**src/cvd_defs.svh**
```systemverilog
// Purpose: constants for the cvd double sample control block
// Assumes: 32-bit axi4-lite register bus, byte addresses
// Notes:   register bit layout and bus offsets
`ifndef CVD_DEFS_SVH
`define CVD_DEFS_SVH

`define CVD_CTRL3_OFFSET   8'h00
`define CVD_CORE_OFFSET    8'h04
`define CVD_ADDR_W         8
`define CVD_BIT_EXT_POL    7
`define CVD_BIT_INT_POL    6
`define CVD_BIT_INV_EN     1
`define CVD_BIT_DS_EN      0
`define CVD_BIT_GO         0
`define CVD_BIT_GUARD      1
`define CVD_BIT_SECOND     2
`define CVD_WORD_MASK      8'hFC
`define CVD_CTRL3_MASK     8'hC3
`define CVD_CTRL3_RESET    8'h00
`define CVD_RESP_OKAY      2'h0
`define CVD_RESP_SLVERR    2'h2

`endif

```
**src/cvd_pkg.sv**
```systemverilog
// Purpose: shared types for the cvd double sample control block
// Assumes: nothing included; widths are fixed in this file
// Notes:   polarity bundle travels as a packed struct
package cvd_pkg;
   // polarity values driven to the analog front end
   typedef struct packed {
      logic external_precharge_polarity;
      logic internal_precharge_polarity;
      logic guard_ring_polarity;
   } cvd_pol_t;

   // conversion sequencer states
   typedef enum logic [1:0] {
      CVD_IDLE,
      CVD_FIRST,
      CVD_SECOND
   } cvd_seq_t;
endpackage

```
**src/cvd_double_sample_control.sv**
```systemverilog
// Purpose: axi4-lite register and sequencing for one cvd converter
// Assumes: single clock aclk, synchronous active-low aresetn
// Notes:   core register at 0x04 holds the go flag and guard polarity
// Notes on behaviour
// [RQ1] double sample on: restart right after completion
// [RQ2] double sample off: one conversion per request
// [RQ3] invert second conversion polarities when enabled
// [RQ4] bits five to two read zero
// [RQ5] implemented bits read/write, reset to zero
// [RQ6] inversion on outputs only, stored bits unchanged
//
// The address map and the AXI4-Lite slave port were left to the implementer.
`timescale 1ns/1ps
`include "cvd_defs.svh"

module cvd_double_sample_control
   import cvd_pkg::*;
(
   input  wire logic        aclk,
   input  wire logic        aresetn,
   input  wire logic [7:0]  s_axi_awaddr,
   input  wire logic [2:0]  s_axi_awprot,
   input  wire logic        s_axi_awvalid,
   output logic             s_axi_awready,
   input  wire logic [31:0] s_axi_wdata,
   input  wire logic [3:0]  s_axi_wstrb,
   input  wire logic        s_axi_wvalid,
   output logic             s_axi_wready,
   output logic [1:0]       s_axi_bresp,
   output logic             s_axi_bvalid,
   input  wire logic        s_axi_bready,
   input  wire logic [7:0]  s_axi_araddr,
   input  wire logic [2:0]  s_axi_arprot,
   input  wire logic        s_axi_arvalid,
   output logic             s_axi_arready,
   output logic [31:0]      s_axi_rdata,
   output logic [1:0]       s_axi_rresp,
   output logic             s_axi_rvalid,
   input  wire logic        s_axi_rready,
   input  wire logic        conv_done,       // from converter core
   output logic             conv_start,      // pulse to converter core
   output logic             second_conversion,
   output logic             external_precharge_polarity,
   output logic             internal_precharge_polarity,
   output logic             guard_ring_polarity
);
   // stored control bits
   logic [7:0]  ctrl3_q, ctrl3_d;
   logic        guard_q, guard_d;     // stored guard ring polarity
   logic        go_q, go_d;           // conversion_go_flag
   // bus channel state
   logic        aw_have_q, aw_have_d;
   logic [7:0]  aw_addr_q, aw_addr_d;
   logic        w_have_q, w_have_d;
   logic [31:0] w_data_q, w_data_d;
   logic [3:0]  w_strb_q, w_strb_d;
   logic        bvalid_q, bvalid_d;
   logic [1:0]  bresp_q, bresp_d;
   logic        rvalid_q, rvalid_d;
   logic [31:0] rdata_q, rdata_d;
   logic [1:0]  rresp_q, rresp_d;
   // sequencer wires
   logic        seq_start, seq_busy;
   cvd_pol_t    pol_stored, pol_drv;
   logic        wr_fire, go_set;
   logic        done_seen_q, done_seen_d; // go flag already served

   assign pol_stored.external_precharge_polarity = ctrl3_q[`CVD_BIT_EXT_POL];
   assign pol_stored.internal_precharge_polarity = ctrl3_q[`CVD_BIT_INT_POL];
   assign pol_stored.guard_ring_polarity         = guard_q;

   // one address and one data held each; taken in either order
   assign s_axi_awready = !aw_have_q && !bvalid_q;
   assign s_axi_wready  = !w_have_q && !bvalid_q;
   assign s_axi_arready = !rvalid_q;
   assign wr_fire       = aw_have_q && w_have_q && !bvalid_q;

   // write path and stored register next values
   always_comb begin
      aw_have_d = aw_have_q;
      aw_addr_d = aw_addr_q;
      w_have_d  = w_have_q;
      w_data_d  = w_data_q;
      w_strb_d  = w_strb_q;
      bvalid_d  = bvalid_q;
      bresp_d   = bresp_q;
      ctrl3_d   = ctrl3_q;
      guard_d   = guard_q;
      go_set    = 1'b0;
      if (s_axi_awvalid && s_axi_awready) begin
         aw_have_d = 1'b1;
         aw_addr_d = s_axi_awaddr;
      end
      if (s_axi_wvalid && s_axi_wready) begin
         w_have_d = 1'b1;
         w_data_d = s_axi_wdata;
         w_strb_d = s_axi_wstrb;
      end
      if (wr_fire) begin
         aw_have_d = 1'b0;
         w_have_d  = 1'b0;
         bvalid_d  = 1'b1;
         bresp_d   = `CVD_RESP_OKAY;
         case (aw_addr_q & `CVD_WORD_MASK)
            `CVD_CTRL3_OFFSET: begin
               if (w_strb_q[0]) begin
                  // unimplemented bits dropped on write
                  ctrl3_d = w_data_q[7:0] & `CVD_CTRL3_MASK; // [RQ4] [RQ5]
               end
            end
            `CVD_CORE_OFFSET: begin
               if (w_strb_q[0]) begin
                  guard_d = w_data_q[`CVD_BIT_GUARD];
                  go_set  = w_data_q[`CVD_BIT_GO];
               end
            end
            default: begin
               bresp_d = `CVD_RESP_SLVERR;
            end
         endcase
      end
      if (bvalid_q && s_axi_bready) begin
         bvalid_d = 1'b0;
      end
   end

   // go flag: set by software, cleared by hardware at end of sequence
   // writing zero cannot abort a running pair; set wins over clear
   always_comb begin
      go_d = go_q;
      if (go_q && !seq_busy && !seq_start) begin
         go_d = 1'b0;
      end
      if (go_set) begin
         go_d = 1'b1;
      end
   end
   assign seq_start = go_q && !seq_busy && !done_seen_q;

   // guards against restarting from a go flag already served
   always_comb begin
      done_seen_d = done_seen_q;
      if (seq_busy) begin
         done_seen_d = 1'b1;
      end else if (done_seen_q) begin
         done_seen_d = 1'b0;
      end
   end

   // read path; stored bits read as written, never inverted
   always_comb begin
      rvalid_d = rvalid_q;
      rdata_d  = rdata_q;
      rresp_d  = rresp_q;
      if (s_axi_arvalid && s_axi_arready) begin
         rvalid_d = 1'b1;
         rresp_d  = `CVD_RESP_OKAY;
         rdata_d  = 32'h0000_0000;
         case (s_axi_araddr & `CVD_WORD_MASK)
            `CVD_CTRL3_OFFSET: begin
               rdata_d[7:0] = ctrl3_q & `CVD_CTRL3_MASK; // [RQ4] [RQ6]
            end
            `CVD_CORE_OFFSET: begin
               rdata_d[`CVD_BIT_SECOND] = second_conversion;
               rdata_d[`CVD_BIT_GUARD]  = guard_q;
               rdata_d[`CVD_BIT_GO]     = go_q;
            end
            default: begin
               rresp_d = `CVD_RESP_SLVERR;
            end
         endcase
      end else if (rvalid_q && s_axi_rready) begin
         rvalid_d = 1'b0;
      end
   end

   // all state registers; everything clears on any reset
   always_ff @(posedge aclk) begin
      if (!aresetn) begin
         ctrl3_q     <= `CVD_CTRL3_RESET; // [RQ5]
         guard_q     <= 1'b0;
         go_q        <= 1'b0;
         done_seen_q <= 1'b0;
         aw_have_q   <= 1'b0;
         aw_addr_q   <= 8'h00;
         w_have_q    <= 1'b0;
         w_data_q    <= 32'h0000_0000;
         w_strb_q    <= 4'h0;
         bvalid_q    <= 1'b0;
         bresp_q     <= 2'h0;
         rvalid_q    <= 1'b0;
         rdata_q     <= 32'h0000_0000;
         rresp_q     <= 2'h0;
      end else begin
         ctrl3_q     <= ctrl3_d;
         guard_q     <= guard_d;
         go_q        <= go_d;
         done_seen_q <= done_seen_d;
         aw_have_q   <= aw_have_d;
         aw_addr_q   <= aw_addr_d;
         w_have_q    <= w_have_d;
         w_data_q    <= w_data_d;
         w_strb_q    <= w_strb_d;
         bvalid_q    <= bvalid_d;
         bresp_q     <= bresp_d;
         rvalid_q    <= rvalid_d;
         rdata_q     <= rdata_d;
         rresp_q     <= rresp_d;
      end
   end

   // pairing and polarity inversion
   cvd_sequencer u_seq (
      .aclk                   (aclk),
      .aresetn                (aresetn),
      .start_in               (seq_start),
      .conv_done_in           (conv_done),
      .double_sample_enable   (ctrl3_q[`CVD_BIT_DS_EN]),   // [RQ1] [RQ2]
      .invert_polarity_enable (ctrl3_q[`CVD_BIT_INV_EN]),  // [RQ3]
      .pol_stored             (pol_stored),
      .conv_start_out         (conv_start),
      .second_conv            (second_conversion),
      .busy                   (seq_busy),
      .pol_out                (pol_drv)
   );

   assign external_precharge_polarity = pol_drv.external_precharge_polarity; // [RQ6]
   assign internal_precharge_polarity = pol_drv.internal_precharge_polarity;
   assign guard_ring_polarity         = pol_drv.guard_ring_polarity;
   assign s_axi_bvalid = bvalid_q;
   assign s_axi_bresp  = bresp_q;
   assign s_axi_rvalid = rvalid_q;
   assign s_axi_rdata  = rdata_q;
   assign s_axi_rresp  = rresp_q;
endmodule

```
**src/cvd_sequencer.sv**
```systemverilog
// Purpose: pairs conversions and flips polarity for the second one
// Assumes: core pulses conv_start_out accepted, conv_done_in one cycle
// Notes:   stored bits are never touched here, only outputs
`timescale 1ns/1ps
`include "cvd_defs.svh"

module cvd_sequencer
   import cvd_pkg::*;
(
   input  wire logic     aclk,
   input  wire logic     aresetn,
   input  wire logic     start_in,        // start request from go flag
   input  wire logic     conv_done_in,    // core finished one conversion
   input  wire logic     double_sample_enable,
   input  wire logic     invert_polarity_enable,
   input  wire cvd_pol_t pol_stored,      // polarities as stored
   output logic          conv_start_out,  // pulse to core
   output logic          second_conv,     // second of a pair running
   output logic          busy,            // a request is in progress
   output cvd_pol_t      pol_out          // polarities to front end
);
   cvd_seq_t st_q, st_d;   // sequencer state
   logic     start_q, start_d;
   logic     ds_q, ds_d;   // mode latched at request, stable across pair
   cvd_pol_t pol_q, pol_d;

   // next state
   always_comb begin
      st_d    = st_q;
      start_d = 1'b0;
      ds_d    = ds_q;
      pol_d   = pol_stored;
      case (st_q)
         CVD_IDLE: begin
            if (start_in) begin
               st_d    = CVD_FIRST;
               start_d = 1'b1;
               ds_d    = double_sample_enable;
            end
         end
         CVD_FIRST: begin
            if (conv_done_in) begin
               if (ds_q) begin
                  // restart at once, no software round trip
                  st_d    = CVD_SECOND; // [RQ1]
                  start_d = 1'b1;
               end else begin
                  st_d = CVD_IDLE; // [RQ2]
               end
            end
         end
         CVD_SECOND: begin
            if (conv_done_in) begin
               st_d = CVD_IDLE;
            end
         end
         default: begin
            st_d = CVD_IDLE;
         end
      endcase
      // inversion keyed on the next state, so it rises and falls with
      // second_conv; keyed on the current state the flipped values
      // would stand one cycle into idle
      if (st_d == CVD_SECOND && ds_d && invert_polarity_enable) begin
         pol_d = ~pol_stored; // [RQ3] [RQ6]
      end
   end

   // registers
   always_ff @(posedge aclk) begin
      if (!aresetn) begin
         st_q    <= CVD_IDLE;
         start_q <= 1'b0;
         ds_q    <= 1'b0;
         pol_q   <= '0;
      end else begin
         st_q    <= st_d;
         start_q <= start_d;
         ds_q    <= ds_d;
         pol_q   <= pol_d;
      end
   end

   assign conv_start_out = start_q;
   assign second_conv    = (st_q == CVD_SECOND);
   assign busy           = (st_q != CVD_IDLE);
   assign pol_out        = pol_q;
endmodule

```
**config.mk**
```make
export PLATFORM = sky130hd
export DESIGN_NAME = cvd_double_sample_control
export DESIGN_NICKNAME = d
export VERILOG_FILES = /design/src/cvd_pkg.sv /design/src/cvd_double_sample_control.sv /design/src/cvd_sequencer.sv
export VERILOG_INCLUDE_DIRS = /design/src
export SDC_FILE = /design/constraint.sdc
export NUM_CORES = 1
export LEC_CHECK = 0
export BUFFER_PORTS_ARGS = -buffer_cell sky130_fd_sc_hd__buf_2
export CORE_MARGIN = 5
export CORE_UTILIZATION = 42
export CTS_CLUSTER_SIZE = 10
export DETAILED_ROUTE_END_ITERATION = 8
export GPL_TIMING_DRIVEN = 0
export PLACE_DENSITY = 0.79
export SETUP_SLACK_MARGIN = 0.1
export SYNTH_ARGS = -nofsm -noshare
export SYNTH_HDL_FRONTEND = slang
export SYNTH_SLANG_ARGS = --single-unit
```
**constraint.sdc**
```tcl
create_clock -name aclk -period 2 [get_ports aclk]
set_input_delay 0.6 -clock aclk [delete_from_list [all_inputs] [get_ports aclk]]
set_output_delay 0.6 -clock aclk [all_outputs]
set_load 0.01 [all_outputs]
```
# Word level (Yosys, flattened, before mapping)
# Index checks and enable logic that the tools add are counted.
[totals]
register_bits = 47
input_bits = 66
out_inout_bits = 46
word_cells = 84
[op_classes]
n_eq_ne = 5
mux = 24
bitwise = 2
n_reduce_logical = 33
[ops]
columns = ["operator", "n"]
rows = [
  ["$logic_not A8 Y1", 2],
  ["$logic_and A1 B1 Y1", 14],
  ["$mux W1", 13],
  ["$eq A6 B1 Y1 const B", 2],
  ["$mux W2", 6],
  ["$reduce_or A2 Y1", 4],
  ["$logic_not A1 Y1", 7],
  ["$pmux W2 S3", 1],
  ["$pmux W3 S2", 1],
  ["$reduce_and A3 Y1", 2],
  ["$reduce_bool A2 Y1", 3],
  ["$mux W5", 1],
  ["$eq A2 B2 Y1 const B", 2],
  ["$mux W3", 1],
  ["$not A3 Y3", 1],
  ["$eq A2 B1 Y1 const B", 1],
  ["$logic_not A2 Y1", 1],
  ["$pmux W1 S2", 1],
  ["$not A1 Y1", 1],
]

# Logic depth before layout (Yosys ltp)
# Gate-level depths: netlist of run 1.
[logic_depth]
word_depth = 10
mapped_depth = 5
ltp_nobuf = 3

# Cells and area by module
# From an unflattened synthesis of run 1, not the netlist that was laid out.
[hier_totals]
hier_cells = 189
area_unflattened_um2 = 1783.0
[modules_own_cells]
columns = ["module", "n_inst", "cells_per_inst", "area_each_um2", "seq_area_each_um2"]
rows = [
  ["cvd_double_sample_control", 1, 156, 1465.2, 580.6],
  ["cvd_sequencer", 1, 33, 317.8, 140.1],
]

# Worst setup path before layout of run 1
# No wires, ideal clock.
[synth_timing]
path_kind = "input to register"
startpoint = "input port s_axi_araddr[5]"
endpoint = "register rdata_q[6], in the netlist s_axi_rdata[6]"
t_arrival_ns = 1.727
slack_ns = 0.203
path_stages = 3
path_cell_list = "or4_4 -> or4_1 -> a21boi_1"
[synth_between]
elab_chain_cells = 2
[synth_rtl]
columns = ["item", "line_no", "source"]
rows = [
  ["start, declared", "cvd_double_sample_control.sv:32", "input wire logic [7:0] s_axi_araddr,"],
  ["$logic_not A8 Y1", "cvd_double_sample_control.sv:159", "case (s_axi_araddr & `CVD_WORD_MASK)"],
  ["$mux W5", "cvd_double_sample_control.sv:159", ""],
  ["end signal, assigned", "cvd_double_sample_control.sv:207", "rdata_q <= rdata_d;"],
  ["end, declared", "cvd_double_sample_control.sv:60", "logic [31:0] rdata_q, rdata_d;"],
]
# No other way between the ends.
# A chain may end at the register's enable or synchronous reset.

# Worst setup path in the final report of run 1
[layout_timing]
startpoint = "register bvalid_q, in the netlist s_axi_bvalid"
endpoint = "output port s_axi_awready"
[layout_between]
elab_chain_cells = 2
[layout_rtl]
columns = ["item", "line_no", "source"]
rows = [
  ["start, declared", "cvd_double_sample_control.sv:57", "logic bvalid_q, bvalid_d;"],
  ["start signal, assigned", "cvd_double_sample_control.sv:204", "bvalid_q <= bvalid_d;"],
  ["$logic_not A1 Y1", "cvd_double_sample_control.sv:73", "assign s_axi_awready = !aw_have_q && !bvalid_q;"],
  ["$logic_and A1 B1 Y1", "cvd_double_sample_control.sv:73", ""],
  ["end, declared", "cvd_double_sample_control.sv:24", "output logic s_axi_awready,"],
]
# No other way between the ends.

==> impl_metrics.tcl, run 1 <==
set metrics [dict create \
    min_to "s_axi_rdata[1]" \
    seq_area_frac_synth_pct 40.79 \
    grt_pass1_vias 1229 \
    grtUsageTotal_pct 12.75 \
    synth_edf_count 0 \
    grt_start_max_net_pins 11 \
    num_antenna_cells 0 \
    synth_seq_cells 36 \
    p_int_mw 1.137 \
    top_level_ports 112 \
    synthesis.instances 184 \
    ctsRootBufferMaster "clkbuf_8" \
    post-route-min-period_ns 1.692 \
    cts_buffers 5 \
    drv_cap 0 \
    drv_slew 0 \
    hold-path-cell-count 2 \
    setup_violations 0 \
    clkLatencyLatePin_ns 0.28 \
    worst_r2r_path_depth 3 \
    cts_resized 0 \
    fin_crit_sh_pct 84.61 \
    die_y_um 74.86 \
    synth_top_area_share_pct 40.79 \
    timing.fmax_mhz 591.0 \
    skew_ns 0.002321 \
    power_frac_seq_pct 50.8 \
    clock_sinks 36 \
    rows 23 \
    drc 0 \
    nNetsFinal 325 \
    synth_area_per_cell_um2 9.602 \
    path_cells "clkbuf_1 > nor2_1 > buf_2" \
    tns_ns 0 \
    vias 1360 \
    clock_path_buffers 2 \
    start_util_pct 43.85 \
    synthTopCellsByArea "dfxtp_1 41%, mux2i_1 12%, buf_4 12%" \
    place_ws_ns 0.01368 \
    wl_per_cell_um 11.41 \
    setup.worst_path.class "register to primary output" \
    area_growth_pct 25.92 \
    syn_area_um2 1767 \
    drt-total-wl_mm 3.536 \
    slowest_delay_ns 0.33 \
    critPathLaunchType "register" \
    ys_types 31 \
    p_leak_nw 1.008 \
    grt.overflow.total 0 \
    critPathSlowestCell "dfxtp_1" \
    grt_pass1_wl_mm 5.388 \
    die-area_um2 5603 \
    required_ns 1.40 \
    crit_fanout 8 \
    antenna_found_initial 0 \
    arrival_ns 1.09 \
    slew_headroom_pct 58.28 \
    r2r_end "ctrl3_q[0]" \
    p_clk_share_pct 34.3 \
    ys.flop_type "dfxtp_1" \
    placed_area_um2 2135 \
    cts_tree "done" \
    cts_hold_buf 0 \
    cp-end-kind "primary output" \
    async_flop_share_pct 0 \
    detail-route-antenna-nets 0 \
    r2r-start "aw_addr_q[5]" \
    drive_gt1_share_pct 33.08 \
    dp_hpwl_mm 2.817 \
    ir_drop_mv 0.2641 \
    yosys.area.top_type "dfxtp_1" \
    hp-start "s_axi_rdata[1]" \
    swShare_pct 24.25 \
    core_um2 4029 \
    grt_setup_unrepaired "no" \
    max_slew.worst_pin.slew_ns 0.6231 \
    hold_path_class "register to register" \
    htreeDepth 2 \
    p_comb_share_pct 14.9 \
    cts_setup_buffers 0 \
    hold_viol 0 \
    path_clk_slew_ns 0.06 \
    drtIter0Drc 28 \
    die_w_um 74.86 \
    viasPerCell 4.387 \
    status "completed" \
    powerDensity_nw_per_um2 674.5 \
    ys.warnings.count 0 \
    layout_setup_ws_ns 0.3078 \
    r2r_setup_slack_ns 0.35 \
    switching_power_mw 0.3638 \
    portBuffers 40 \
    first_pass_iters 4 \
    finalInstanceArea_um2 2225 \
    place_congestion 0.7829 \
]
## area by class of cell
class | count | area [µm²]
fill | 381 | 1804
multi-input combinational | 139 | 902.1
sequential | 36 | 720.7
buffer | 36 | 245.2
timing repair buffer | 40 | 200.2
clock buffer | 8 | 90.09
tap | 50 | 62.56
inverter | 1 | 3.754
## synthesized netlist by cell type, types with 2 or more instances
| master | n |
|---|---|
| or3b_2 | 2 |
| nor2_1 | 3 |
| nand2_1 | 17 |
| buf_4 | 29 |
| a21boi_1 | 5 |
| or4_1 | 5 |
| nor4_1 | 2 |
| or4_4 | 2 |
| a21oi_1 | 4 |
| clkbuf_1 | 6 |
| nand3_1 | 2 |
| nor2b_1 | 16 |
| a21boi_0 | 3 |
| dfxtp_1 | 36 |
| mux2i_1 | 22 |
| nand2b_1 | 14 |
| nand3b_1 | 2 |
## cells in the final DEF, fill, tap and decap left out, types with 2 or more instances in the layout
master     n
buf_2     41
dfxtp_1   36
buf_4     29
conb_1    29
mux2i_1   22
nand2_1   17
nor2b_1   16
nand2b_1  14
clkbuf_1   8
clkbuf_8   6
or4_1      5
a21boi_1   5
a21oi_1    4
nor2_1     3
a21boi_0   3
or3b_2     2
or4_4      2
nand3b_1   2
nor4_1     2
nand3_1    2
## power by group through the flow
| stage | Sequential (mW) | Clock (mW) | Combinational, mW |
|---|---|---|---|
| finish | 0.763 | 0.515 | 0.223 |
| global route | 0.766 | 0.560 | 0.245 |
| CTS | 0.763 | 0.536 | 0.222 |
| detailed placement | 0.779 | 0 | 0.221 |
| global placement | 0.778 | 0 | 0.218 |
| floorplan | 0.777 | 0 | 0.165 |
## through the flow
step | power, mW | hold WS [ns] | utilization, % | instances
after global routing | 1.570 | 0.4774 | 55.22 | 310
after global placement | 0.9953 | 0.4357 | 52.98 | 302
after CTS | 1.521 | 0.4511 | 55.22 | 310
after floorplan | 0.9421 | 0.4375 | - | 212
final | 1.501 | 0.4488 | 55.22 | 310
after detailed placement | 1.000 | 0.4417 | 52.98 | 302
## worst max path at each step
stage	from	end	slack [ns]	depth (start not counted)
floorplan	s_axi_araddr[5]	s_axi_rdata[6]	0.20	3
global placement	s_axi_araddr[5]	s_axi_rdata[7]	0.05	4
detailed placement	s_axi_araddr[5]	s_axi_rdata[0]	0.01	4
CTS	s_axi_bvalid	s_axi_awready	0.29	3
global route	s_axi_bvalid	s_axi_wready	0.22	3
finish	s_axi_bvalid	s_axi_awready	0.31	3
## critical path, delay by kind of cell, from the launching register on
family | cells | cell delay, ns
AND/OR/NAND/NOR | 1 | 0.08
buffers and inverters | 2 | 0.40
flip-flops | 1 | 0.33
## registers in the layout, indices dropped and copies added (netlist names), 2 cells and up
name	cells
s_axi_rdata	5
ctrl3_q	4
w_data_q	4
u_seq.st_q	2
aw_addr_q	6
u_seq.pol_out	3
## routing by layer
metal | vias up | wire length [µm] | global-route usage [%]
li1 | 716 | - | -
met1 | 581 | 1446 | 14.60
met2 | 56 | 1653 | 21.47
met3 | 7 | 353 | 2.537
met4 | 0 | 83 | 8.300
met5 | - | 0 | 0
## kinds of logic after synthesis
kind of cell           synth area share [%]
multiplexers                          12.46
AND/OR/NAND/NOR                       25.21
other                                0.2123
buffers and inverters                 14.09
AO/OA/AOI/OAI                         7.224
flip-flops                            40.79
Power figures use the tool's default switching activity.
==> run 2, diff against run 1 <==
Settings changed: CORE_UTILIZATION 42 to 38, PLACE_DENSITY 0.79 to 0.76.
Clock period 2 ns to 1.52 ns, I/O delays scaled along.
==> run 2 against run 1 <==
Net effect: clock skew increased by 0.0012 ns; via count is 0.59% higher; first-iteration DRC count is 64% higher; die area is 9.1% higher.
==> impl_metrics.tcl, run 2 (same netlist as run 1, synthesis figures left out) <==
set metrics [dict create \
    grt_pass1_wl_mm 5.940 \
    detail-route-antenna-nets 0 \
    r2r_end "ctrl3_q[0]" \
    timing.fmax_mhz 674.1 \
    rows 24 \
    die_w_um 78.19 \
    fin_crit_sh_pct 97.59 \
    r2r_setup_slack_ns 0.05 \
    first_pass_iters 4 \
    die_y_um 78.19 \
    cp-end-kind "register" \
    clock_sinks 36 \
    hold-path-cell-count 2 \
    top_register "aw_addr_q" \
    grt.overflow.total 0 \
    area_growth_pct 34.84 \
    p_leak_nw 1.083 \
    required_ns 1.74 \
    seqCellArea_um2 732.0 \
    wl_per_cell_um 11.77 \
    multiInputGateArea_um2 983.4 \
    worst_r2r_path_depth 4 \
    p_total_mw 2.032 \
    die-area_um2 6113 \
    critPathLaunchType "input port" \
    largest_reg_flops 6 \
    placed_area_um2 2143 \
    path_cells "buf_6 > or4_4 > or4_1 > a21boi_1" \
    skew_ns 0.003528 \
    nNetsFinal 328 \
    hp-start "s_axi_arvalid" \
    fin_util_pct 53.60 \
    final_common_cell "buf_2" \
    finalInstanceArea_um2 2382 \
    top_level_ports 112 \
    fillers 429 \
    grtUsageTotal_pct 12.34 \
    grt_setup_unrepaired "yes" \
    num_antenna_cells 0 \
    ir_drop_mv 0.4703 \
    path_clk_slew_ns 0.07 \
    place_ws_ns -0.2742 \
    setup.worst_path.class "input port to register" \
    arrival_ns 1.70 \
    powerDensity_nw_per_um2 852.8 \
    cts_buffers 5 \
    min_to "s_axi_rvalid" \
    layout_setup_ws_ns 0.03661 \
    drive_gt1_share_pct 40.30 \
    vias 1368 \
    dp_hpwl_mm 2.727 \
    start_util_pct 39.75 \
    critPathSlowestCell "or4_4" \
    slowest_delay_ns 0.55 \
    post-route-min-period_ns 1.483 \
    grt_start_max_net_pins 11 \
    clock_path_buffers 2 \
    final_cell_mix "37 x buf_2, 33 x buf_4, 29 x conb_1, 29 x dfxtp_1, 22 x mux2i_1" \
    portBuffers 40 \
    crit_fanout 6 \
    viasPerCell 4.343 \
    hold_path_class "input port to register" \
    hold_viol 0 \
    ctsRootBufferMaster "clkbuf_8" \
    place_congestion 0.7371 \
    grt_pass1_vias 1317 \
    whs_ns 0.4188 \
    drc 0 \
    drtIter0Drc 46 \
    fin_cells 315 \
    htreeDepth 2 \
    drv_cap 0 \
    tns_ns 0 \
    cts_hold_buf 0 \
    r2r-start "aw_addr_q[5]" \
    cts_tree "done" \
    drt-total-wl_mm 3.708 \
    antenna_found_initial 0 \
    core_um2 4444 \
    status "completed" \
    clkLatencyLatePin_ns 0.28 \
    drv_slew 0 \
    setup_violations 0 \
    placed_cells 304 \
]
-- run 2: cell type report --
cell class,instances,share of cell area (%)
multi-input cells,139,41.28
repair buffers,43,10.14
clock buffers,8,3.782
inverters,1,0.1576
flip-flops and latches,36,30.72
well taps,52,2.731
plain buffers,36,11.19
-- run 2: worst max-delay path by stage --
stage	from	to
final	s_axi_araddr[6]	s_axi_rdata[1]
after CTS	aw_addr_q[5]	ctrl3_q[0]
after global routing	aw_addr_q[5]	ctrl3_q[0]
after floorplan	s_axi_araddr[5]	s_axi_rdata[6]
after detailed placement	s_axi_araddr[5]	s_axi_rdata[7]
after global placement	s_axi_araddr[5]	s_axi_rdata[7]
-- run 2: routing by layer --
metal | up-vias | wire, µm | global-route usage (%)
met5 | - | 0 | 0
met4 | 0 | 89 | 7.343
met3 | 5 | 308 | 5.034
met2 | 51 | 1742 | 19.61
met1 | 589 | 1567 | 13.90
li1 | 723 | - | -
-- run 2: what timing repair did --
action                     in CTS  in global routing
pin swaps                       9                  6
resized for setup              12                 24
hold endpoints to repair        0                  0
setup endpoints to repair      22                 21
setup buffers                   2                  1
-- run 2: critical path: cells and delay by family --
family / cells / cell delay, ns
compound gates: 1 / 0.12
buf+inv: 1 / 0.09
simple gates: 2 / 1.04
-- run 2: power by group --
group / switching [mW] / leakage [nW] / internal, mW / total, mW
Clock: 0.318 / 0.0455 / 0.369 / 0.687
Combinational: 0.155 / 0.742 / 0.177 / 0.332
Sequential: 0.0356 / 0.296 / 0.977 / 1.01
Total: 0.508 / 1.08 / 1.52 / 2.03
==> run 3, diff against run 2 <==
Settings changed: CORE_UTILIZATION 38 to 42, PLACE_DENSITY 0.76 to 0.79, RECOVER_POWER set to 50.
Clock period 1.52 ns to 1.5 ns, I/O delays scaled along.
==> run 3 against run 2 <==
Net effect: combinational power grew 9.3%; cell count grew 0.32%; worst hold slack lost 0.012 ns; via count grew 1.4%; critical path depth is the same; final area grew 2.0%; sequential share of layout area shrank 0.67 points; sequential cell count is the same.
==> impl_metrics.tcl, run 3 (same netlist as run 1, synthesis figures left out) <==
set metrics [dict create \
    core_um2 4029 \
    wl_per_cell_um 11.57 \
    final_common_cell "buf_2" \
    power_frac_seq_pct 48.9 \
    htreeDepth 2 \
    status "completed" \
    drive_gt1_share_pct 41.73 \
    ir_drop_mv 0.4752 \
    arrival_ns 1.72 \
    rows 23 \
    clock_sinks 36 \
    first_pass_iters 4 \
    p_comb_share_pct 17.3 \
    clock_path_buffers 2 \
    timing.fmax_mhz 668.6 \
    die_w_um 74.86 \
    grt.overflow.total 0 \
    required_ns 1.72 \
    setup_violations 0 \
    top_level_ports 112 \
    clkLatencyLatePin_ns 0.29 \
    p_int_mw 1.554 \
    nNetsFinal 331 \
    dp_hpwl_mm 2.771 \
    detail-route-antenna-nets 0 \
    fin_util_pct 60.34 \
    place_congestion 0.7786 \
    vias 1387 \
    powerDensity_nw_per_um2 862.4 \
    fin_crit_sh_pct 99.71 \
    area_growth_pct 37.61 \
    crit_fanout 4 \
    num_antenna_cells 0 \
    drc 0 \
    hold_viol 0 \
    setup.worst_path.class "register to register" \
    hold_path_class "input port to register" \
    finalInstanceArea_um2 2431 \
    p_total_mw 2.097 \
    top_register "aw_addr_q" \
    path_clk_slew_ns 0.07 \
    grt_pass1_vias 1194 \
    drv_slew 0 \
    antenna_found_initial 0 \
    die_y_um 74.86 \
    drt-total-wl_mm 3.656 \
    p_clk_share_pct 33.8 \
    drtIter0Drc 31 \
    p_leak_nw 1.113 \
    die-area_um2 5603 \
    grt_setup_unrepaired "yes" \
    largest_reg_flops 6 \
    ctsRootBufferMaster "clkbuf_8" \
    placed_area_um2 2150 \
    grtUsageTotal_pct 13.30 \
    cts_tree "done" \
    cp-end-kind "register" \
    grt_pass1_wl_mm 5.575 \
    portBuffers 40 \
    post-route-min-period_ns 1.496 \
    start_util_pct 43.85 \
    skew_ns 0.007633 \
    viasPerCell 4.389 \
    placed_cells 302 \
    grt_start_max_net_pins 12 \
    cts_buffers 5 \
    critPathLaunchType "register" \
    drv_cap 0 \
    fin_cells 316 \
    switching_power_mw 0.5426 \
    swShare_pct 25.88 \
    final_cell_mix "38 x buf_2, 34 x buf_4, 30 x dfxtp_1" \
]
## run 3: cell types whose count changed in the layout (fill, tap and decap cells not counted), moves of 2 or more
cell	delta
a21boi_1	+2
a21boi_2	-2
clkbuf_1	-2
clkinv_2	+2
## run 3: final cells by class
class	instances	area [µm²]
Fill cell	347	1598
Multi-Input combinational cell	139	998.5
Sequential cell	36	730.7
Timing Repair Buffer	46	276.5
Buffer	36	266.5
Clock buffer	6	82.58
Tap cell	50	62.56
Clock inverter	2	10.01
Inverter	1	3.754
## run 3: worst paths after layout
kind | start | end | slack, ns | depth (start not counted)
worst min-delay path | s_axi_rready | s_axi_rvalid | 0.41 | 3
worst max register to register | aw_addr_q[5] | guard_q | 0.004 | 4
worst max-delay path | aw_addr_q[5] | guard_q | 0.004 | 4
worst min register to register | s_axi_rdata[0] | s_axi_rdata[0] | 0.45 | 2
## run 3: power by group through the flow
stage / logic (mW) / registers (mW) / clock network [mW]
after floorplan: 0.222 / 1.04 / 0
after global placement: 0.293 / 1.04 / 0
after detailed placement: 0.298 / 1.04 / 0
after CTS: 0.312 / 1.02 / 0.741
after global routing: 0.400 / 1.03 / 0.784
final: 0.363 / 1.03 / 0.708
## run 3: stage by stage
stage / hold WS (ns) / setup WS (ns) / TNS, ns
after floorplan: 0.4375 / -0.1300 / -0.6498
after global placement: 0.4414 / -0.2738 / -1.631
after detailed placement: 0.4436 / -0.3058 / -1.881
after CTS: 0.3914 / -0.03669 / -0.08723
after global routing: 0.4227 / -0.03099 / -0.09006
final: 0.4068 / 0.004385 / 0
## run 3: timing repair
item,4_1_cts,5_1_grt
buffers inserted,1,5
gates resized for setup,16,17
hold buffers,0,0
pin swaps,10,5
endpoints found under the setup margin,22,18
## run 3: routing by layer
metal | track usage, % | wire length [µm]
met1 | 15.91 | 1549
met2 | 21.08 | 1679
met3 | 5.207 | 367
met4 | 5.929 | 59
met5 | 0 | 0
## run 3: worst max-delay path, stage by stage, from the launching register on
cell	delay, ns
dfxtp_2	0.33
or4_4	0.57
buf_4	0.17
nor4_4	0.16
mux2i_1	0.20
